File: config.mk
export PLATFORM = sky130hd
export DESIGN_NAME = recorder_host_command_port
export DESIGN_NICKNAME = d
export VERILOG_FILES = /design/src/logic/recorder_host_pkg.sv /design/src/logic/recorder_host_command_port.sv /design/src/logic/nibble_buffer.sv
export SDC_FILE = /design/constraint.sdc
export NUM_CORES = 1
export LEC_CHECK = 0
export BUFFER_PORTS_ARGS = -buffer_cell sky130_fd_sc_hd__buf_2
export CAP_MARGIN = 30
export CORE_MARGIN = 2
export CORE_UTILIZATION = 24
export CTS_BUF_LIST = sky130_fd_sc_hd__clkbuf_8
export DETAILED_ROUTE_END_ITERATION = 12
export PLACE_DENSITY = 0.47
export SLEW_MARGIN = 20
export SYNTH_ARGS = -nofsm -noshare
export SYNTH_HDL_FRONTEND = slang
export SYNTH_SLANG_ARGS = --single-unit
File: constraint.sdc
create_clock -name mclk_i -period 6.1 [get_ports mclk_i]
set_clock_uncertainty 0.15 [all_clocks]
set_input_delay 1.22 -clock mclk_i [delete_from_list [all_inputs] [get_ports mclk_i]]
set_output_delay 1.22 -clock mclk_i [all_outputs]
set_load 0.1 [all_outputs]
File: src/logic/recorder_host_pkg.sv
// Constants shared by the recorder host command port, its device model and bench
package recorder_host_pkg;

  // ----------------------------------------------------------------
  // Clock and busy intervals
  // ----------------------------------------------------------------
  localparam int CLK_NS = 100;
  localparam int T_BOOT_NS = 125000;
  localparam int T_SHORT_NS = 16000;
  localparam int T_MID_NS = 50000;
  localparam int T_LONG_NS = 270000;
  // Least times, so round up to whole cycles
  localparam logic [12:0] T_BOOT_CYC = 13'((T_BOOT_NS + CLK_NS - 1) / CLK_NS);
  localparam logic [12:0] T_SHORT_CYC = 13'((T_SHORT_NS + CLK_NS - 1) / CLK_NS);
  localparam logic [12:0] T_MID_CYC = 13'((T_MID_NS + CLK_NS - 1) / CLK_NS);
  localparam logic [12:0] T_LONG_CYC = 13'((T_LONG_NS + CLK_NS - 1) / CLK_NS);

  // ----------------------------------------------------------------
  // Sampling divisors; busy times scale with the sampling period
  // ----------------------------------------------------------------
  localparam logic [10:0] DIV_RATE0 = 11'h400;
  localparam logic [10:0] DIV_RATE1 = 11'h300;
  localparam logic [10:0] DIV_RATE2 = 11'h280;
  localparam logic [10:0] DIV_RATE3 = 11'h200;
  localparam logic [10:0] DIV_RESET = DIV_RATE0;
  localparam int DIV_SHIFT = 9;

  // ----------------------------------------------------------------
  // Command codes
  // ----------------------------------------------------------------
  localparam logic [3:0] IDLE_CMD = 4'h0;
  localparam logic [3:0] PAUSE_CMD = 4'h1;
  localparam logic [3:0] PLAYBACK_MODE_CMD = 4'h2;
  localparam logic [3:0] CAPTURE_MODE_CMD = 4'h3;
  localparam logic [3:0] START_CMD = 4'h4;
  localparam logic [3:0] STOP_CMD = 4'h5;
  localparam logic [3:0] RATE_CONFIG_CMD = 4'h6;
  localparam logic [3:0] TRACK_SELECT_CMD = 4'h7;
  localparam logic [3:0] BOUND_WRITE_CMD = 4'h8;
  localparam logic [3:0] BOUND_READ_CMD = 4'h9;
  localparam logic [3:0] RAW_TRANSFER_CMD = 4'ha;
  localparam logic [3:0] HOST_STREAM_CMD = 4'hb;
  localparam logic [3:0] TRIGGER_CONFIG_CMD = 4'hc;

  // Nibble totals, command code included
  localparam logic [3:0] LEN_ONE = 4'h1;
  localparam logic [3:0] LEN_TWO = 4'h2;
  localparam logic [3:0] LEN_BOUND = 4'h9;

  // ----------------------------------------------------------------
  // state_flags bit positions and bus phases
  // ----------------------------------------------------------------
  localparam int BUSY_BIT = 0;
  localparam int ACTIVE_BIT = 1;
  localparam int WAITING_BIT = 2;
  localparam int FULL_BIT = 3;
  localparam logic [3:0] FLAGS_RESET = 4'h1;
  localparam logic [2:0] PH_STROBE_LO = 3'h1;
  localparam logic [2:0] PH_WR_RISE = 3'h5;
  localparam logic [2:0] PH_SAMPLE = 3'h5;
  localparam logic [2:0] PH_END = 3'h6;

endpackage

File: src/logic/recorder_host_command_port.sv
// Host-side controller driving the recorder's nibble-wide command port
//
// Contract
// - Rate config code is followed by one nibble: word count and rate selects.
// - Track select code is followed by one nibble: direct mode and track.
// - Bound write code is followed by eight written nibbles, nine in all.
// - Bound read code is followed by eight nibble reads; no status meanwhile.
// - Trigger config code is followed by one nibble: length flag, trigger levels.
// - Busy high during reset and processing; host issues nothing while busy.
// - While active, host issues only stop, pause or start.
// - Busy 16us after each short command nibble; host waits before writing.
// - Bound write: busy 270us after code, 50us after each address nibble.
// - Bound read: host waits 270us after code, 50us after each read.
// - Raw transfer busy 16/270/50us per phase, all scaled by sampling period; port sends only the code, then waits the scaled 16us.
`timescale 1ns/1ns
module recorder_host_command_port (
  input wire logic mclk_i,
  input wire logic resetn_i,
  // User side
  input wire logic cmd_valid_i,
  output logic cmd_ready_o,
  input wire logic [3:0] cmd_code_i,
  input wire logic [31:0] cmd_data_i,
  output logic cmd_refused_o,
  output logic [3:0] state_flags_o,
  output logic nib_valid_o,
  input wire logic nib_ready_i,
  output logic [3:0] nib_data_o,
  // Device pins
  output logic chip_select_n_o,
  output logic write_strobe_n_o,
  output logic read_strobe_n_o,
  input wire logic [3:0] dq_i,
  output logic [3:0] dq_o,
  output logic dq_oe_o
);
  import recorder_host_pkg::*;

  typedef enum logic [2:0] {S_BOOT, S_IDLE, S_POLL, S_WRITE, S_WAIT, S_READ} state_e;

  state_e st_q;
  logic [2:0] ph_q;
  logic [15:0] wait_q;
  logic [3:0] code_q;
  logic [31:0] data_q;
  logic [3:0] idx_q;
  logic [3:0] total_q;
  logic [10:0] div_q;
  logic [3:0] flags_q;
  logic refused_q;
  logic [3:0] nib_q;
  logic [3:0] sync1_q;
  logic [3:0] sync2_q;
  logic allowed;
  logic accept;
  logic bound_cmd;
  logic buf_ready;
  logic [12:0] base_cyc;

  // ----------------------------------------------------------------
  // Busy interval scaled by the current sampling divisor
  // ----------------------------------------------------------------
  function automatic logic [15:0] scaled(input logic [12:0] base, input logic [10:0] div);
    logic [23:0] p;
    p = 24'(base) * 24'(div);
    return {1'b0, p[23:DIV_SHIFT]};
  endfunction

  // While active only stop, pause and start may go out
  assign allowed = !flags_q[ACTIVE_BIT] || (cmd_code_i == STOP_CMD) || (cmd_code_i == PAUSE_CMD) ||
                   (cmd_code_i == START_CMD);
  assign accept = (st_q == S_IDLE) && cmd_valid_i;
  assign bound_cmd = (code_q == BOUND_WRITE_CMD) || (code_q == BOUND_READ_CMD);
  assign base_cyc = bound_cmd ? ((idx_q == 4'h0) ? T_LONG_CYC : T_MID_CYC) : T_SHORT_CYC;

  // ----------------------------------------------------------------
  // Pin drive decoded from registered state and phase
  // ----------------------------------------------------------------
  assign cmd_ready_o = (st_q == S_IDLE);
  assign cmd_refused_o = refused_q;
  assign state_flags_o = flags_q;
  assign chip_select_n_o = !((st_q == S_POLL) || (st_q == S_WRITE) || (st_q == S_READ));
  assign write_strobe_n_o = !((st_q == S_WRITE) && (ph_q >= PH_STROBE_LO) && (ph_q < PH_WR_RISE));
  assign read_strobe_n_o = !(((st_q == S_POLL) || (st_q == S_READ)) && (ph_q >= PH_STROBE_LO) &&
                             (ph_q <= PH_SAMPLE));
  assign dq_oe_o = (st_q == S_WRITE);
  assign dq_o = nib_q;

  // Data pins come from outside the clock domain
  always_ff @(posedge mclk_i or negedge resetn_i)
  begin
    if (!resetn_i)
    begin
      sync1_q <= 4'h0;
      sync2_q <= 4'h0;
    end
    else
    begin
      sync1_q <= dq_i;
      sync2_q <= sync1_q;
    end
  end

  // ----------------------------------------------------------------
  // Sequencer: poll busy, write nibble, wait, read address nibbles
  // ----------------------------------------------------------------
  always_ff @(posedge mclk_i or negedge resetn_i)
  begin
    if (!resetn_i)
    begin
      st_q <= S_BOOT;
      ph_q <= 3'h0;
      wait_q <= {3'h0, T_BOOT_CYC};
      idx_q <= 4'h0;
      total_q <= LEN_ONE;
    end
    else
    begin
      case (st_q)
        S_BOOT:
        begin
          // Oscillator settling is not known here; the first poll covers it
          if (wait_q == 16'h0)
          begin
            st_q <= S_IDLE;
          end
          else
          begin
            wait_q <= wait_q - 16'h1;
          end
        end
        S_IDLE:
        begin
          if (accept && allowed)
          begin
            idx_q <= 4'h0;
            ph_q <= 3'h0;
            st_q <= S_POLL;
            case (cmd_code_i)
              RATE_CONFIG_CMD, TRACK_SELECT_CMD, TRIGGER_CONFIG_CMD: total_q <= LEN_TWO;
              BOUND_WRITE_CMD, BOUND_READ_CMD: total_q <= LEN_BOUND;
              default: total_q <= LEN_ONE;
            endcase
          end
        end
        S_POLL:
        begin
          ph_q <= ph_q + 3'h1;
          if (ph_q == PH_END)
          begin
            ph_q <= 3'h0;
            if (!flags_q[BUSY_BIT] && (idx_q == total_q))
            begin
              // Closing poll: flags are fresh, so the active check never runs stale
              st_q <= S_IDLE;
            end
            else if (!flags_q[BUSY_BIT])
            begin
              st_q <= S_WRITE;
            end
          end
        end
        S_WRITE, S_READ:
        begin
          ph_q <= ph_q + 3'h1;
          if (ph_q == PH_END)
          begin
            ph_q <= 3'h0;
            idx_q <= idx_q + 4'h1;
            wait_q <= scaled(base_cyc, div_q);
            st_q <= S_WAIT;
          end
        end
        S_WAIT:
        begin
          if (wait_q != 16'h0)
          begin
            wait_q <= wait_q - 16'h1;
          end
          else if (idx_q == total_q)
          begin
            // One more poll before idle refreshes state_flags
            st_q <= S_POLL;
          end
          else if (code_q == BOUND_READ_CMD)
          begin
            // Busy flag is not readable here, so timing and read buffer space pace reads
            if (buf_ready)
            begin
              st_q <= S_READ;
            end
          end
          else
          begin
            st_q <= S_POLL;
          end
        end
        default:
        begin
          st_q <= S_IDLE;
        end
      endcase
    end
  end

  // ----------------------------------------------------------------
  // Command, data shift and outgoing nibble
  // ----------------------------------------------------------------
  always_ff @(posedge mclk_i or negedge resetn_i)
  begin
    if (!resetn_i)
    begin
      code_q <= IDLE_CMD;
      data_q <= 32'h0;
      nib_q <= 4'h0;
      div_q <= DIV_RESET;
    end
    else
    begin
      if (accept && allowed)
      begin
        code_q <= cmd_code_i;
        data_q <= cmd_data_i;
      end
      if ((st_q == S_POLL) && (ph_q == PH_END))
      begin
        nib_q <= (idx_q == 4'h0) ? code_q : data_q[3:0];
      end
      if ((st_q == S_WRITE) && (ph_q == PH_END) && (idx_q != 4'h0))
      begin
        data_q <= {4'h0, data_q[31:4]};
        if (code_q == RATE_CONFIG_CMD)
        begin
          // Later busy times follow the newly chosen sampling rate
          case (nib_q[1:0])
            2'h0: div_q <= DIV_RATE0;
            2'h1: div_q <= DIV_RATE1;
            2'h2: div_q <= DIV_RATE2;
            default: div_q <= DIV_RATE3;
          endcase
        end
      end
    end
  end

  // Status capture on each poll, and refusal pulse
  always_ff @(posedge mclk_i or negedge resetn_i)
  begin
    if (!resetn_i)
    begin
      flags_q <= FLAGS_RESET;
      refused_q <= 1'b0;
    end
    else
    begin
      refused_q <= accept && !allowed;
      if ((st_q == S_POLL) && (ph_q == PH_SAMPLE))
      begin
        flags_q <= sync2_q;
      end
    end
  end

  // ----------------------------------------------------------------
  // Address nibbles read back go through the two-entry buffer
  // ----------------------------------------------------------------
  nibble_buffer #(
    .WIDTH(4),
    .DEPTH(2)
  ) u_read_buf (
    .mclk_i(mclk_i),
    .resetn_i(resetn_i),
    .in_valid_i((st_q == S_READ) && (ph_q == PH_SAMPLE)),
    .in_ready_o(buf_ready),
    .in_data_i(sync2_q),
    .out_valid_o(nib_valid_o),
    .out_ready_i(nib_ready_i),
    .out_data_o(nib_data_o)
  );

  // ----------------------------------------------------------------
  // Checks: helper counters for gaps and nibbles per command
  // ----------------------------------------------------------------
  logic [15:0] gap_q;
  logic [3:0] strobes_q;

  always_ff @(posedge mclk_i or negedge resetn_i)
  begin
    if (!resetn_i)
    begin
      gap_q <= 16'hffff;
      strobes_q <= 4'h0;
    end
    else
    begin
      if (((st_q == S_WRITE) || (st_q == S_READ)) && (ph_q == PH_WR_RISE))
      begin
        gap_q <= 16'h0;
        strobes_q <= strobes_q + 4'h1;
      end
      else if (gap_q != 16'hffff)
      begin
        gap_q <= gap_q + 16'h1;
      end
      if (accept && allowed)
      begin
        strobes_q <= 4'h0;
      end
    end
  end

  strobe_excl_a: assert property (@(posedge mclk_i) disable iff (!resetn_i)
    !(!write_strobe_n_o && !read_strobe_n_o) && (write_strobe_n_o || !chip_select_n_o))
    else $error("strobes overlap or lack chip select");
  busy_clear_a: assert property (@(posedge mclk_i) disable iff (!resetn_i)
    $fell(write_strobe_n_o) |-> !flags_q[BUSY_BIT] && $past(st_q, 2) == S_POLL)
    else $error("write issued without a clear busy poll");
  short_gap_a: assert property (@(posedge mclk_i) disable iff (!resetn_i)
    $fell(write_strobe_n_o) |-> gap_q >= 16'(T_SHORT_CYC))
    else $error("write came too soon after previous nibble");
  bound_gap_a: assert property (@(posedge mclk_i) disable iff (!resetn_i)
    $fell(write_strobe_n_o) && code_q == BOUND_WRITE_CMD && idx_q == 4'h1 |-> gap_q >= 16'(T_LONG_CYC))
    else $error("first address nibble too soon after bound write code");
  read_gap_a: assert property (@(posedge mclk_i) disable iff (!resetn_i)
    $fell(read_strobe_n_o) && st_q == S_READ |-> gap_q >= 16'(T_MID_CYC))
    else $error("address read too soon");
  active_refuse_a: assert property (@(posedge mclk_i) disable iff (!resetn_i)
    accept && flags_q[ACTIVE_BIT] && cmd_code_i != STOP_CMD && cmd_code_i != PAUSE_CMD &&
    cmd_code_i != START_CMD |=> cmd_refused_o && st_q == S_IDLE)
    else $error("disallowed command taken while active");
  bound_count_a: assert property (@(posedge mclk_i) disable iff (!resetn_i)
    st_q == S_IDLE && $past(st_q) == S_POLL && bound_cmd |-> strobes_q == 4'h9)
    else $error("bound command did not move nine nibbles");
  pair_count_a: assert property (@(posedge mclk_i) disable iff (!resetn_i)
    st_q == S_IDLE && $past(st_q) == S_POLL && (code_q == RATE_CONFIG_CMD || code_q == TRACK_SELECT_CMD ||
    code_q == TRIGGER_CONFIG_CMD) |-> strobes_q == 4'h2)
    else $error("two-nibble command wrong length");

  bound_read_c: cover property (@(posedge mclk_i) disable iff (!resetn_i)
    st_q == S_IDLE && $past(st_q) == S_POLL && code_q == BOUND_READ_CMD);
  busy_repoll_c: cover property (@(posedge mclk_i) disable iff (!resetn_i)
    st_q == S_POLL && ph_q == PH_END && flags_q[BUSY_BIT]);
  refusal_c: cover property (@(posedge mclk_i) disable iff (!resetn_i) cmd_refused_o);
  buffer_stall_c: cover property (@(posedge mclk_i) disable iff (!resetn_i)
    st_q == S_WAIT && wait_q == 16'h0 && !buf_ready);

endmodule

File: src/logic/nibble_buffer.sv
// Small valid/ready buffer holding nibbles read back from the device
`timescale 1ns/1ns
module nibble_buffer #(
  parameter int WIDTH = 4,
  parameter int DEPTH = 2
) (
  input wire logic mclk_i,
  input wire logic resetn_i,
  input wire logic in_valid_i,
  output logic in_ready_o,
  input wire logic [WIDTH-1:0] in_data_i,
  output logic out_valid_o,
  input wire logic out_ready_i,
  output logic [WIDTH-1:0] out_data_o
);

  localparam int PW = (DEPTH > 1) ? $clog2(DEPTH) : 1;
  localparam int CW = $clog2(DEPTH + 1);

  logic [WIDTH-1:0] mem_q [DEPTH];
  logic [PW-1:0] wr_ptr_q;
  logic [PW-1:0] rd_ptr_q;
  logic [CW-1:0] count_q;
  logic push;
  logic pop;

  // ----------------------------------------------------------------
  // Flags come straight from the count, so full and empty are exact
  // ----------------------------------------------------------------
  assign in_ready_o = (count_q != CW'(DEPTH));
  assign out_valid_o = (count_q != '0);
  assign out_data_o = mem_q[rd_ptr_q];
  assign push = in_valid_i && in_ready_o;
  assign pop = out_valid_o && out_ready_i;

  // Storage written only on a push
  always_ff @(posedge mclk_i)
  begin
    if (push)
    begin
      mem_q[wr_ptr_q] <= in_data_i;
    end
  end

  // Pointers wrap at the depth, not at a power of two
  always_ff @(posedge mclk_i or negedge resetn_i)
  begin
    if (!resetn_i)
    begin
      wr_ptr_q <= '0;
      rd_ptr_q <= '0;
      count_q <= '0;
    end
    else
    begin
      if (push)
      begin
        wr_ptr_q <= (wr_ptr_q == PW'(DEPTH - 1)) ? '0 : wr_ptr_q + 1'b1;
      end
      if (pop)
      begin
        rd_ptr_q <= (rd_ptr_q == PW'(DEPTH - 1)) ? '0 : rd_ptr_q + 1'b1;
      end
      if (push && !pop)
      begin
        count_q <= count_q + 1'b1;
      end
      else if (pop && !push)
      begin
        count_q <= count_q - 1'b1;
      end
    end
  end

endmodule

== Yosys cells after proc, flatten, opt, wreduce, memory -nomap -nowiden ==
Memories as Yosys holds them, arrays and structs flattened.
Index checks and enable logic that the tools add are counted.

* Equality and inequality tests: 31
* Muxes and demuxes: 34
* $add $sub $neg: 7
* Magnitude comparators: 3
* Reductions and logical operators: 54
* Multiply operators: 1

{| class="wikitable"
|+ Operator list
! kind !! count
|-
| $mux 32 || 2
|-
| $mux 16 || 3
|-
| $pmux 16 s3 || 1
|-
| $mux 3 || 12
|-
| $pmux 11 s3 || 1
|-
| $mux 12 || 2
|-
| $mul 12x11->23 || 1
|-
| $eq 4x3->1 const B || 5
|-
| $eq 4x4->1 const B || 5
|-
| $logic_and 1x1->1 || 17
|-
| $logic_not 16->1 || 1
|-
| $pmux 4 s2 || 2
|-
| $reduce_bool 16->1 || 1
|-
| $sub 16x1->16 const B || 1
|-
| $pmux 3 s5 || 1
|-
| $ne 2x2->1 const B || 7
|-
| $eq 3x3->1 const B || 4
|-
| $mux 4 || 3
|-
| $reduce_bool 2->1 || 5
|-
| $logic_not 1->1 || 8
|-
| $logic_or 1x1->1 || 7
|-
| $reduce_and 7->1 || 1
|-
| $eq 3x2->1 const B || 2
|-
| $pmux 3 s2 || 1
|-
| 28 further kinds || 37
|}

* Register bits: 98
* Input bits: 44
* Memories: 1
* RAM bits: 8
* Logic and storage cells: 147
* Output and inout bits: 19

{| class="wikitable"
|+ Memories
! memory !! depth !! width !! read ports !! clocked after Yosys merged registers in !! write ports !! line !! text
|-
| u_read_buf.mem_q || 2 || 4 || 1 || 0 || 1 || nibble_buffer.sv:20 || <nowiki>logic [WIDTH-1:0] mem_q [DEPTH];</nowiki>
|}

== Logic depth before layout (Yosys ltp) ==
Gate-level depths: netlist of the first run.

* Word-level depth: 7
* Mapped depth: 21
* Mapped depth without buffers: 21

== Modules after synthesis ==
A second synthesis of the first run with hierarchy kept.

* Cells, all modules: 597
* Area total of the unflattened synthesis: 5,815.6 um2

{| class="wikitable"
|+ By module, submodules not included
! module !! cells an instance !! area an instance (um2) !! sequential area each (um2) !! times used
|-
| recorder_host_command_port || 567 || 5,318.9 || 2,162.1 || 1
|-
| nibble_buffer || 30 || 496.7 || 340.3 || 1
|}

== Worst setup path before layout of the first run ==
Ideal clock, no wire load.

* Path kind: reg2reg
* Start: reg idx_q[0]
* End: reg wait_q[11]
* Data required time: 5,873 ps
* Arrival: 4,925 ps
* Setup time: 77 ps
* Buffers on the path: 1
* Clock period less this slack: 5,153 ps
* Path slack: 947 ps
* Cell stages (with the launch flop): 19
* Cell sequence: dfrtp_1 -> inv_1 -> ha_1 -> or3b_2 -> clkbuf_1 -> and3_1 -> fa_1 -> fa_1 -> ha_1 -> ha_1 -> ha_1 -> ha_1 -> fa_1 -> a211oi_1 -> o21bai_1 -> a21oi_1 -> xnor2_1 -> o21ai_0 -> a21oi_1

* Longest elaborated chain between the ends: 6

{| class="wikitable"
|+ RTL lines
! what !! line !! text
|-
| start: declaration || recorder_host_command_port.sv:46 || <nowiki>logic [3:0] idx_q;</nowiki>
|-
| start signal: assignment || recorder_host_command_port.sv:169 || <nowiki>idx_q <= idx_q + 4'h1;</nowiki>
|-
| $logic_not 4->1 || recorder_host_command_port.sv:74 || <nowiki>assign base_cyc = bound_cmd ? ((idx_q == 4'h0) ? T_LONG_CYC : T_MID_CYC) : T_SHORT_CYC;</nowiki>
|-
| $mux 12 (2 in a row) || recorder_host_command_port.sv:74 ||
|-
| $mul 12x11->23 || recorder_host_command_port.sv:65 || <nowiki>p = 24'(base) * 24'(div);</nowiki>
|-
| $mux 16 || recorder_host_command_port.sv:166 || <nowiki>if (ph_q == PH_END)</nowiki>
|-
| $pmux 16 s3 || recorder_host_command_port.sv:119 || <nowiki>case (st_q)</nowiki>
|-
| end signal: assignment || recorder_host_command_port.sv:129 || <nowiki>wait_q <= wait_q - 16'h1;</nowiki>
|-
| end signal: assignment || recorder_host_command_port.sv:170 || <nowiki>wait_q <= scaled(base_cyc, div_q);</nowiki>
|-
| end signal: assignment || recorder_host_command_port.sv:178 || <nowiki>wait_q <= wait_q - 16'h1;</nowiki>
|-
| end: declaration || recorder_host_command_port.sv:43 || <nowiki>logic [15:0] wait_q;</nowiki>
|}

Every way passes these cells. The select of a mux whose other input is x is not followed.
A chain may end at the register's enable or synchronous reset.

== Worst setup path after layout of the first run ==
Same ends and word-level chain as after synthesis.

==> summary.md, run 1 <==
| Metric | Value |
|---|---|
| Max Clk Rate | 0.1864 GHz |
| Register bit total from synthesis | 98 |
| Commonest non-fill, non-tap cells in the layout | 87 x nand2_1, 82 x dfrtp_1, 62 x buf_2, 57 x o21ai_0, 51 x ha_1 |
| Diode count | 0 |
| Max-capacitance violation count | 0 |
| CP Capture Type | flop |
| Post-synth EDFFs | 8 |
| Root Buffer | clkbuf_8 |
| TritonCTS clock tree | built |
| Mapped Cells | 604 |
| Dpl hpwl | 9.713 mm |
| Utilization after layout | 0.2785 |
| Finished layout cell area | 0.006753 mm2 |
| Post-Route WL | 13.17 mm |
| Inserted Clock Buffers | 9 |
| Worst endpoint required time | 6.25 ns |
| Post-layout net count | 762 |
| Total Routing Usage GR | 0.1050 |
| Top Ports | 63 |
| Wirelength per Cell | 13.36 um |
| Worst Path Max Fanout | 9 |
| Syn_nets | 709 |
| Synth top area cells | dfrtp_1 35%, ha_1 11%, nand2_1 5.5%, mux2i_1 5.4%, o21ai_0 4.8% |
| CP Class | reg -> reg |
| Worst slew pin tran | 0.8663 ns |
| Initial detailed-routing violation count | 216 |
| Vias in the first global route | 4344 |
| Antenna violations before repair | 0 |
| Netlist cell types | 64 |
| Antenna Nets Post-Route | 0 |
| Status | finished clean |
| Die X-Extent | 160.9 um |
| DRT Pass-1 Iters | 4 |
| Placed instance area | 0.006555 mm2 |
| Async SR Flop Fraction | 0.9184 |
| Worst hold path type | reg -> reg |
| Die Ht | 160.9 um |
| RSZ-0062 raised after global routing | false |
| First-pass GRT wire length | 22.00 mm |
| Non-filler cells, final | 986 |
| Grt ovf | 0 |
| Vias/cell | 4.461 |
| DR vias | 4399 |
| Power Density | 438.3 mW/mm2 |
| Synthesized area per cell | 9.786 um2 |
| Top FF cell, synth | dfrtp_1 |
| WP data arrival | 5.51 ns |
| Critical Path Source Type | flop |
| CTS clk-pin slew, worst paths | 0.10 ns |
| Clock Tree Buf Depth | 2 |
| Top-area cell type share of the netlist area | 0.3472 |
| Minimum clock period | 5.365 ns |
| Placed cell count | 969 |
| Port bufs | 62 |
| Hold_ws | 0.2081 ns |
| Postcts setup bufs | 0 |
| Slew Viols, Final | 0 |
| Yosys warnings | 0 |
| RePlAce Congestion | 0.8064 |
| Starting Density | 0.2438 |
| Hold buffers post-CTS | 0 |
| Leak pwr | 3.301 nW |
| Fin. Hold Viols | 0 |
| Synthesized area | 0.005911 mm2 |
| Largest area contributor in the netlist | dfrtp_1 |
| Commonest non-fill, non-tap cell in the layout | nand2_1 |
| Fill cells | 2635 |
| Share of cells above drive strength 1 | 0.1828 |
| # resized after CTS | 0 |
| Die area | 0.02590 mm2 |
| DRC Markers | 0 |
| CTS H-tree lvls | 3 |
| Final period utilization | 0.8795 |
| Final setup viols | 0 |
| Worst skew pair latency | 0.38 ns |
| Layout area overhead | 14.25% |
| Sequential-to-total area share from yosys stat | 0.4234 |
| Max transition margin | 0.4171 |
| Setup_tns | 0 ns |
| VDD IR-drop max | 0.2579 mV |
| # clock sinks | 98 |
| Core Area | 0.02425 mm2 |
| Largest net degree at the start of global routing | 62 |
| Row cnt | 57 |
worst paths after layout:
kind,startpoint,end,slack [ns],cells past startpoint
min in group asynchronous,resetn_i,data_q[6]$_DFFE_PN0P_,0.66,1
setup / recovery,idx_q[0]$_DFFE_PN0P_,wait_q[11]$_DFFE_PN0P_,0.73,17
max in group asynchronous,resetn_i,wait_q[3]$_DFFE_PN0P_,4.06,2
setup reg to reg,idx_q[0]$_DFFE_PN0P_,wait_q[11]$_DFFE_PN0P_,0.73,17
hold reg to reg,sync1_q[2]$_DFF_PN0_,sync2_q[2]$_DFF_PN0_,0.21,0
hold / removal,sync1_q[2]$_DFF_PN0_,sync2_q[2]$_DFF_PN0_,0.21,0
synth_stat cells, drive strengths merged (2+ instances only):
cell	count
and3b	2
nor2b	5
clkbuf	14
o21a	3
fa	10
nor3	12
xor2	11
and3	3
a21o	5
o21bai	2
mux2i	32
xnor2	8
nand3b	3
a22o	2
a211oi	2
o21ai	66
nand3	14
ha	51
and2	3
a31oi	2
inv	29
dfrtp	82
edfxtp	8
a21oi	33
dfstp	8
a22oi	4
nand2	87
or3	5
nor3b	3
nand2b	6
buf	11
nand4	2
o31ai	2
nor2	41
a21boi	2
nor4	3
mux2	9
or2	3
or4	2
a2111oi	2
o211ai	4
state kept, by name, indices dropped and copies added (netlist names), 4 cells and up:
signal            cells
sync2_q               4
dq_o                  4
data_q               32
state_flags_o         4
u_read_buf.mem_q      8
idx_q                 4
code_q                4
div_q                 4
wait_q               16
sync1_q               4
cells by family (layout without fill, tap and decap cells):
| logic type | after synthesis | after routing | share of synthesized area |
|---|---|---|---|
| other cells | 1 | 1 | 0.0006344 |
| simple gates | 197 | 197 | 0.1624 |
| flops | 98 | 98 | 0.4234 |
| xor+xnor | 19 | 19 | 0.02815 |
| mux | 41 | 41 | 0.07134 |
| fa+ha+maj | 61 | 61 | 0.1418 |
| buf+inv | 54 | 112 | 0.03810 |
| compound gates | 133 | 133 | 0.1342 |
through the flow:
step | setup WS, ns | power, mW
after floorplan | 0.9473 | 2.266
after global placement | 0.7764 | 2.549
after detailed placement | 0.7407 | 2.553
after CTS | 0.7088 | 2.995
after global routing | 0.4134 | 3.201
final | 0.7348 | 2.960
cell type report:
cell class / count / area [um2] / share of cell area
inverter: 29 / 108.9 / 0.01612
tap: 324 / 405.4 / 0.06003
timing repair buffer: 67 / 347.8 / 0.05151
clock inverter: 7 / 68.82 / 0.01019
sequential: 98 / 2502 / 0.3706
clock buffer: 9 / 123.9 / 0.01834
multi-input combinational: 452 / 3196 / 0.4732
where the power goes:
group,internal (mW),switching [mW]
clock,0.190,0.241
sequential,0.905,0.207
combinational,0.447,0.970
total,1.54,1.42
worst max-delay path, cell delays in order, from the launching register on:
cell and delay (ns):
dfrtp_1 0.46, inv_1 0.08, ha_1 0.14, or3b_2 0.59, and3_1 0.30, fa_1 0.58, fa_1 0.42, ha_1 0.30
ha_1 0.29, ha_1 0.29, ha_1 0.23, fa_1 0.42, a211oi_1 0.32, o21bai_1 0.14, a21oi_1 0.18, xnor2_1 0.13
o21ai_0 0.09, a21oi_1 0.17
metal layers:
layer,routed length (um),GRT usage,up-vias
li1,-,-,2202
met1,6501,0.1450,2117
met2,6047,0.1668,68
met3,435,0.01653,12
met4,190,0.03774,0
met5,0,0,-
No activity file was read; power rests on OpenSTA's default activity.
==> run 2: changes to the inputs <==
--- a/config.mk
+++ b/config.mk
@@ -7,11 +7,13 @@
 export LEC_CHECK = 0
 export BUFFER_PORTS_ARGS = -buffer_cell sky130_fd_sc_hd__buf_2
 export CAP_MARGIN = 30
+export CELL_PAD_IN_SITES_DETAIL_PLACEMENT = 0
+export CELL_PAD_IN_SITES_GLOBAL_PLACEMENT = 1
 export CORE_MARGIN = 2
 export CORE_UTILIZATION = 24
 export CTS_BUF_LIST = sky130_fd_sc_hd__clkbuf_8
 export DETAILED_ROUTE_END_ITERATION = 12
-export PLACE_DENSITY = 0.47
+export PLACE_DENSITY = 0.55
 export SLEW_MARGIN = 20
 export SYNTH_ARGS = -nofsm -noshare
 export SYNTH_HDL_FRONTEND = slang
==> run 2 against run 1 <==
Effect of this change:
- sequential cell count stayed put
- wire length grew 4.3%
- combinational power hardly changed
- worst setup slack got worse by 0.036 ns
- via count increased by 0.73%
- global-route usage increased by 0.61 points
- maximum frequency down 0.66%
- largest cell class unchanged
- highest routed layer unchanged
- clock power up 10%
- sequential share of layout area decreased by 0.14 points
- critical path depth did not move
- cell area grew 0.39%
==> summary.md, run 2 (same netlist as run 1, synthesis figures left out) <==
| Metric | Value |
|---|---|
| Vias in the first global route | 4529 (+4.3%) |
| Final setup viols | 0 (unchanged) |
| RSZ-0062 raised after global routing | false |
| Max transition margin | 0.4955 (+0.07837) |
| Commonest non-fill, non-tap cell in the layout | nand2_1 |
| Worst hold path type | reg -> reg |
| Critical Path Source Type | flop |
| FF-to-FF Start | idx_q[0]$_DFFE_PN0P_ |
| Biggest regs | data_q (32), wait_q (16), u_read_buf.mem_q (8) |
| DRC Markers | 0 (unchanged) |
| Grt ovf | 0 (unchanged) |
| Worst Setup EP | wait_q[11]$_DFFE_PN0P_ |
| R2R depth | 17 (unchanged) |
| Leak pwr | 3.314 nW (+0.38%) |
| Worst Path Max Fanout | 9 (unchanged) |
| Top Ports | 63 (unchanged) |
| Max-capacitance violation count | 0 (unchanged) |
| CP Class | reg -> reg |
| Max reg flops | 32 (unchanged) |
| Core Area | 0.02425 mm2 (unchanged) |
| Port bufs | 62 (unchanged) |
| Hold buffers post-CTS | 0 (unchanged) |
| Initial detailed-routing violation count | 239 (+11%) |
| WP data arrival | 5.56 ns (+0.05 ns) |
| DR vias | 4431 (+0.73%) |
| RePlAce Congestion | 0.7690 (-4.6%) |
| Worst slew pin tran | 0.7510 ns (-0.1153 ns) |
| Finished layout cell area | 0.006779 mm2 (+0.39%) |
| Placed instance area | 0.006560 mm2 (about the same) |
| Dpl hpwl | 10.13 mm (+4.3%) |
| CP Depth | 17 (unchanged) |
| Post-Route WL | 13.74 mm (+4.3%) |
| Share of cells above drive strength 1 | 0.1825 (-0.0002757) |
| Crit path max-delay cell type | or3b_2 |
| # clock sinks | 98 (unchanged) |
| Commonest non-fill, non-tap cells in the layout | 87 x nand2_1, 82 x dfrtp_1, 62 x buf_2, 57 x o21ai_0, 51 x ha_1 |
| VDD IR-drop max | 0.2502 mV (-3.0%) |
| Setup_tns | 0 ns (unchanged) |
| Status | finished clean |
| Starting Density | 0.2438 (unchanged) |
| Final period utilization | 0.8854 (+0.005843) |
| Total Routing Usage GR | 0.1111 (+0.006092) |
| Buf+Inv Stages, Crit Path | 1 (unchanged) |
| Max Clk Rate | 0.1852 GHz (-0.66%) |
| Reg-to-reg endpoint | wait_q[11]$_DFFE_PN0P_ |
| Largest net degree at the start of global routing | 62 (unchanged) |
| Hold Crit Depth | 0 (unchanged) |
| FF-to-FF setup slack | 0.70 ns (-0.04 ns) |
| Die X-Extent | 160.9 um (unchanged) |
| Antenna Nets Post-Route | 0 (unchanged) |
| Worst path cell trace | inv_1 > ha_1 > or3b_2 > and3_1 > fa_1 > fa_1 > ha_1 > ha_1 > ha_1 > ha_1 > fa_1 > a211oi_1 > o21bai_1 > a21oi_1 > xnor2_1 > o21ai_0 > a21oi_1 |
| TritonCTS clock tree | built |
| Layout area overhead | 14.69% |
| Antenna violations before repair | 0 (unchanged) |
| Minimum clock period | 5.401 ns (+0.03564 ns) |
| CP Capture Type | flop |
| Power Density | 443.9 mW/mm2 (+1.3%) |
| Worst skew pair latency | 0.39 ns (about the same) |
| Die Ht | 160.9 um (unchanged) |
| CTS clk-pin slew, worst paths | 0.09 ns (about the same) |
| CP Launch Point | idx_q[0]$_DFFE_PN0P_ |
| Root Buffer | clkbuf_8 |
| Inserted Clock Buffers | 9 (unchanged) |
| CP peak stage delay | 0.59 ns (about the same) |
| Diode count | 0 (unchanged) |
| CTS H-tree lvls | 3 (unchanged) |
| Vias/cell | 4.489 (+0.63%) |
| # resized after CTS | 0 (unchanged) |
| Biggest register | data_q |
| Worst endpoint required time | 6.25 ns (about the same) |
| DRT Pass-1 Iters | 4 (unchanged) |
| Die area | 0.02590 mm2 (unchanged) |
| Postcts setup bufs | 0 (unchanged) |
| First-pass GRT wire length | 23.05 mm (+4.7%) |
| Slew Viols, Final | 0 (unchanged) |
| Fin. Hold Viols | 0 (unchanged) |
| Row cnt | 57 (unchanged) |
| Largest delay share family, worst path | adder cells |
| Clock Tree Buf Depth | 2 (unchanged) |
| Wirelength per Cell | 13.92 um (+4.2%) |
| Cell mode on critical path | ha_1 |
| Post-layout net count | 763 (+0.13%) |
-- run 2: where the power goes --
part / internal, mW / total (mW) / switching, mW / leakage (nW)
logic: 0.447 / 1.42 / 0.972 / 2.04
clock network: 0.231 / 0.475 / 0.244 / 0.109
registers: 0.905 / 1.11 / 0.210 / 1.17
-- run 2: through the flow --
step / power, mW / hold slack (ns) / std cells / utilization / setup slack, ns
detailed placement: 2.565 / 0.1870 / 970 / 0.2705 / 0.7275
CTS: 3.052 / 0.2085 / 986 / 0.2794 / 0.6884
global route: 3.252 / 0.2162 / 987 / 0.2796 / 0.3827
finish: 3.009 / 0.2057 / 987 / 0.2796 / 0.6992
global placement: 2.566 / 0.1829 / 969 / 0.2703 / 0.7497
floorplan: 2.266 / 0.1812 / 604 / - / 0.9473
-- run 2: area by class of cell --
cell class / instances / area [um2]
flip-flops and latches: 98 / 2502
clock inverters: 7 / 90.09
clock buffers: 9 / 123.9
inverters: 29 / 108.9
multi-input cells: 452 / 3196
well taps: 324 / 405.4
repair buffers: 68 / 352.8
fillers: 2658 / 17470
-- run 2: how the worst min path moves through the flow --
stage	from	endpoint
6_report	sync1_q[1]$_DFF_PN0_	sync2_q[1]$_DFF_PN0_
5_1_grt	sync1_q[1]$_DFF_PN0_	sync2_q[1]$_DFF_PN0_
4_1_cts	sync1_q[0]$_DFF_PN0_	sync2_q[0]$_DFF_PN0_
3_5_place_dp	sync1_q[0]$_DFF_PN0_	sync2_q[0]$_DFF_PN0_
3_3_place_gp	sync1_q[1]$_DFF_PN0_	sync2_q[1]$_DFF_PN0_
2_1_floorplan	sync1_q[0]$_DFF_PN0_	sync2_q[0]$_DFF_PN0_
-- run 2: per-layer routing --
layer,routed length (um),GRT usage,vias to the layer above
li1,-,-,2218
met1,6850,0.1530,2146
met2,6376,0.1793,54
met3,293,0.01420,13
met4,215,0.04018,0
met5,0,0,-
==> run 3: changes to the inputs <==
--- a/config.mk
+++ b/config.mk
@@ -5,6 +5,7 @@
 export SDC_FILE = /design/constraint.sdc
 export NUM_CORES = 1
 export LEC_CHECK = 0
+export ABC_AREA = 1
 export BUFFER_PORTS_ARGS = -buffer_cell sky130_fd_sc_hd__buf_2
 export CAP_MARGIN = 30
 export CELL_PAD_IN_SITES_DETAIL_PLACEMENT = 0
@@ -13,8 +14,8 @@
 export CORE_UTILIZATION = 24
 export CTS_BUF_LIST = sky130_fd_sc_hd__clkbuf_8
 export DETAILED_ROUTE_END_ITERATION = 12
-export PLACE_DENSITY = 0.55
-export SLEW_MARGIN = 20
+export PLACE_DENSITY = 0.57
+export SLEW_MARGIN = 40
 export SYNTH_ARGS = -nofsm -noshare
 export SYNTH_HDL_FRONTEND = slang
 export SYNTH_SLANG_ARGS = --single-unit
==> constraint.sdc (replaced) <==
create_clock -name mclk_i -period 6.1 [get_ports mclk_i]
set_clock_uncertainty 0.15 [all_clocks]
set_input_delay 1.22 -clock mclk_i [delete_from_list [all_inputs] [get_ports mclk_i]]
set_output_delay 1.22 -clock mclk_i [all_outputs]
set_load 0.005 [all_outputs]
==> run 3 against run 2 <==
Effect of this change:
- total power is 59% lower
- critical path type unchanged
- largest cell class unchanged
- combinational power is 93% lower
- clock power is 10% lower
- sequential power is 38% lower
- wire length is 3.9% higher
==> summary.md, run 3 <==
| Metric | Value |
|---|---|
| Clock Tree Buf Depth | 2 (unchanged) |
| Post-Route WL | 14.27 mm (+3.9%) |
| Global-route met1 utilization | 0.1571 (+0.004062) |
| Synth top area cells | dfrtp_1 34%, nand2_1 12%, ha_1 10%, nor2_1 6.6%, inv_1 5.1% |
| Slew Viols, Final | 0 (unchanged) |
| Row cnt | 58 (+1.8%) |
| Busiest grt layer | met2 |
| Power Density | 175.9 mW/mm2 (-60%) |
| Initial detailed-routing violation count | 211 (-12%) |
| Share of cells above drive strength 1 | 0.1401 (-0.04241) |
| DR vias | 5003 (+13%) |
| Antenna violations before repair | 0 (unchanged) |
| Synthesized area per cell | 7.956 um2 (-19%) |
| Top Ports | 63 (unchanged) |
| Largest area contributor in the netlist | dfrtp_1 |
| CP Class | reg -> reg |
| RePlAce Congestion | 0.7846 (+2.0%) |
| Status | finished clean |
| Clk pwr share | 0.349 (+0.191) |
| Final period utilization | 0.8116 (-0.07376) |
| Commonest non-fill, non-tap cells in the layout | 192 x nand2_1, 107 x nor2_1, 83 x inv_1, 82 x dfrtp_1, 61 x buf_2 |
| R2R depth | 23 (+6) |
| RSZ-0062 raised after global routing | false |
| Largest net degree at the start of global routing | 53 (-15%) |
| Max reg flops | 32 (unchanged) |
| Switching pwr | 0.3435 mW (-76%) |
| Diode count | 0 (unchanged) |
| FF-to-FF Start | idx_q[0]$_DFFE_PN0P_ |
| Setup_tns | 0 ns (unchanged) |
| Commonest cells in the netlist | 193 x nand2_1, 107 x nor2_1, 83 x inv_1 |
| Net Sw Frac | 0.2813 (-0.1928) |
| Port bufs | 62 (unchanged) |
| CTS H-tree lvls | 3 (unchanged) |
| # clock sinks | 98 (unchanged) |
| Top FF cell, synth | dfrtp_1 |
| Minimum clock period | 4.951 ns (-0.4499 ns) |
| Worst endpoint required time | 6.22 ns (-0.03 ns) |
| Postcts setup bufs | 0 (unchanged) |
| Worst skew pair latency | 0.38 ns (about the same) |
| Dpl hpwl | 10.65 mm (+5.1%) |
| Die X-Extent | 163.5 um (+1.6%) |
| TritonCTS clock tree | built |
| CTS clk-pin slew, worst paths | 0.11 ns (+0.02 ns) |
| Yosys warnings | 0 (unchanged) |
| Antenna Nets Post-Route | 0 (unchanged) |
| Worst slew pin tran | 0.6854 ns (-0.06554 ns) |
| Inserted Clock Buffers | 9 (unchanged) |
| Total Routing Usage GR | 0.1135 (+0.002351) |
| Hold buffers post-CTS | 0 (unchanged) |
| Combinational Power Share | 0.086 (-0.386) |
| Leak pwr | 3.724 nW (+12%) |
| Max transition margin | 0.5430 (+0.04755) |
| DRT Pass-1 Iters | 5 (+1) |
| Final Power | 1.221 mW (-59%) |
| Max-capacitance violation count | 0 (unchanged) |
| Wirelength per Cell | 12.32 um (-11%) |
| Async SR Flop Fraction | 0.9184 (unchanged) |
| Post-synth EDFFs | 8 (unchanged) |
| Sequential-to-total area share from yosys stat | 0.4101 (-0.01328) |
| WP data arrival | 5.07 ns (-0.49 ns) |
| First-pass GRT wire length | 24.27 mm (+5.3%) |
| Biggest register | data_q |
| Grt ovf | 0 (unchanged) |
| Die Ht | 163.5 um (+1.6%) |
| Mapped Cells | 767 (+27%) |
| Netlist cell types | 43 (-33%) |
| Reg-to-reg endpoint | wait_q[9]$_DFFE_PN0P_ |
| Hold Crit Depth | 0 (unchanged) |
| Hold wc startpoint | sync1_q[1]$_DFF_PN0_ |
| # resized after CTS | 0 (unchanged) |
| Biggest regs | data_q (32), wait_q (16), u_read_buf.mem_q (8) |
| Starting Density | 0.2437 (about the same) |
| Synthesized area | 0.006102 mm2 (+3.2%) |
| Core Area | 0.02504 mm2 (+3.3%) |
| Worst hold path type | reg -> reg |
| Fin. Hold Viols | 0 (unchanged) |
| P_int | 0.8775 mW (-45%) |
| M2 GR Usage | 0.1822 (+0.002920) |
| Hold EP | sync2_q[1]$_DFF_PN0_ |
| Layout area overhead | 13.76% |
| Met3 usage | 0.02006 (+0.005856) |
| DRC Markers | 0 (unchanged) |
| Die area | 0.02672 mm2 (+3.2%) |
| Register bit total from synthesis | 98 (unchanged) |
| CP Capture Type | flop |
| Fill cells | 2744 (+3.2%) |
| Top-count cell post-synth | nand2_1 |
| Syn_nets | 872 (+23%) |
| Root Buffer | clkbuf_8 |
| Critical Path Source Type | flop |
| Utilization after layout | 0.2773 (-0.002306) |
| Max Clk Rate | 0.2020 GHz (+9.1%) |
| Commonest non-fill, non-tap cell in the layout | nand2_1 |
| Vias in the first global route | 4912 (+8.5%) |
| Worst Path Max Fanout | 8 (-1) |
| Vias/cell | 4.320 (-3.8%) |
| FF-to-FF setup slack | 1.15 ns (+0.45 ns) |
| Share of power burned in registers | 0.565 (+0.195) |
| Top-area cell type share of the netlist area | 0.3363 (-0.01089) |
| Final setup viols | 0 (unchanged) |
| VDD IR-drop max | 0.09372 mV (-63%) |
| Post-layout net count | 928 (+22%) |
==> run 3: changes by cell type in the layout (fill, tap and decap cells not counted), moves of 31 or more <==
cell | before | now
nor2_1 | 39 | 107
inv_1 | 29 | 83
mux2i_1 | 32 | 0
o21ai_0 | 57 | 17
nand2_1 | 87 | 192
o22ai_1 | 0 | 31
==> run 3: metal layers <==
layer  up-vias  part of all wire
li1       2601                 -
met1      2329              0.50
met2        68              0.47
met3         5             0.028
met4         0            0.0077
met5         -                 0
==> run 3: worst max path at each step <==
| stage | from | to | slack, ns | cells after the start |
|---|---|---|---|---|
| 3_5_place_dp | idx_q[0]$_DFFE_PN0P_ | wait_q[9]$_DFFE_PN0P_ | 1.12 | 23 |
| 3_3_place_gp | idx_q[0]$_DFFE_PN0P_ | wait_q[9]$_DFFE_PN0P_ | 1.18 | 23 |
| 5_1_grt | idx_q[0]$_DFFE_PN0P_ | wait_q[9]$_DFFE_PN0P_ | 0.71 | 23 |
| 4_1_cts | idx_q[0]$_DFFE_PN0P_ | wait_q[9]$_DFFE_PN0P_ | 1.07 | 23 |
| 2_1_floorplan | idx_q[0]$_DFFE_PN0P_ | wait_q[9]$_DFFE_PN0P_ | 1.53 | 23 |
| 6_report | idx_q[0]$_DFFE_PN0P_ | wait_q[9]$_DFFE_PN0P_ | 1.15 | 23 |
==> run 3: power groups by stage <==
stage	logic, mW	registers [mW]	clock network [mW]
floorplan	0.0551	0.698	0
global placement	0.109	0.703	0
detailed placement	0.109	0.703	0
CTS	0.110	0.690	0.454
global route	0.124	0.692	0.473
finish	0.105	0.690	0.426
==> run 3: logic make-up (layout without fill, tap and decap cells) <==
group,after synthesis,count (layout),share of synthesized area
DFF,98,98,0.4101
and+or+nand+nor,390,390,0.2690
xor gates and xnor gates,14,14,0.02009
AOI/OAI and AO/OA,85,85,0.07997
muxes,4,4,0.007381
other,1,1,0.0006145
adders and majority gates,61,61,0.1374
buffers and inverters,114,175,0.07546
==> run 3: per-stage QoR <==
step	instance area, um2	setup WS (ns)	hold slack (ns)	instances
detailed placement	6743	1.116	0.1847	1142
finish	6942	1.149	0.2087	1158
floorplan	6102	1.533	0.1812	767
global route	6942	0.7090	0.2148	1158
CTS	6934	1.074	0.2129	1158
global placement	6743	1.179	0.1842	1142
==> run 3: area by class of cell <==
cell class                 count  area [um2]  area share
clock buffer                   9       123.9     0.01784
clock inverter                 7       67.56    0.009733
inverter                      94       352.8     0.05083
multi-input combinational    555        3147      0.4533
sequential                    98        2502      0.3605
tap                          330       412.9     0.05948
timing repair buffer          65       335.3     0.04831
==> run 3: worst max-delay path, stage by stage, from the launching register on <==
cell,delay (ns)
dfrtp_1,0.46
inv_1,0.08
ha_1,0.15
nand3_2,0.18
nor2_1,0.30
inv_2,0.09
nor2_1,0.22
xor2_1,0.17
inv_1,0.06
ha_1,0.17
a31o_2,0.22
fa_1,0.37
ha_1,0.28
ha_1,0.29
ha_1,0.29
ha_1,0.23
fa_1,0.42
nand3_1,0.10
nand2_1,0.09
or2_2,0.28
nand3_1,0.07
nand2_1,0.06
nand2_1,0.06
o21ai_1,0.05
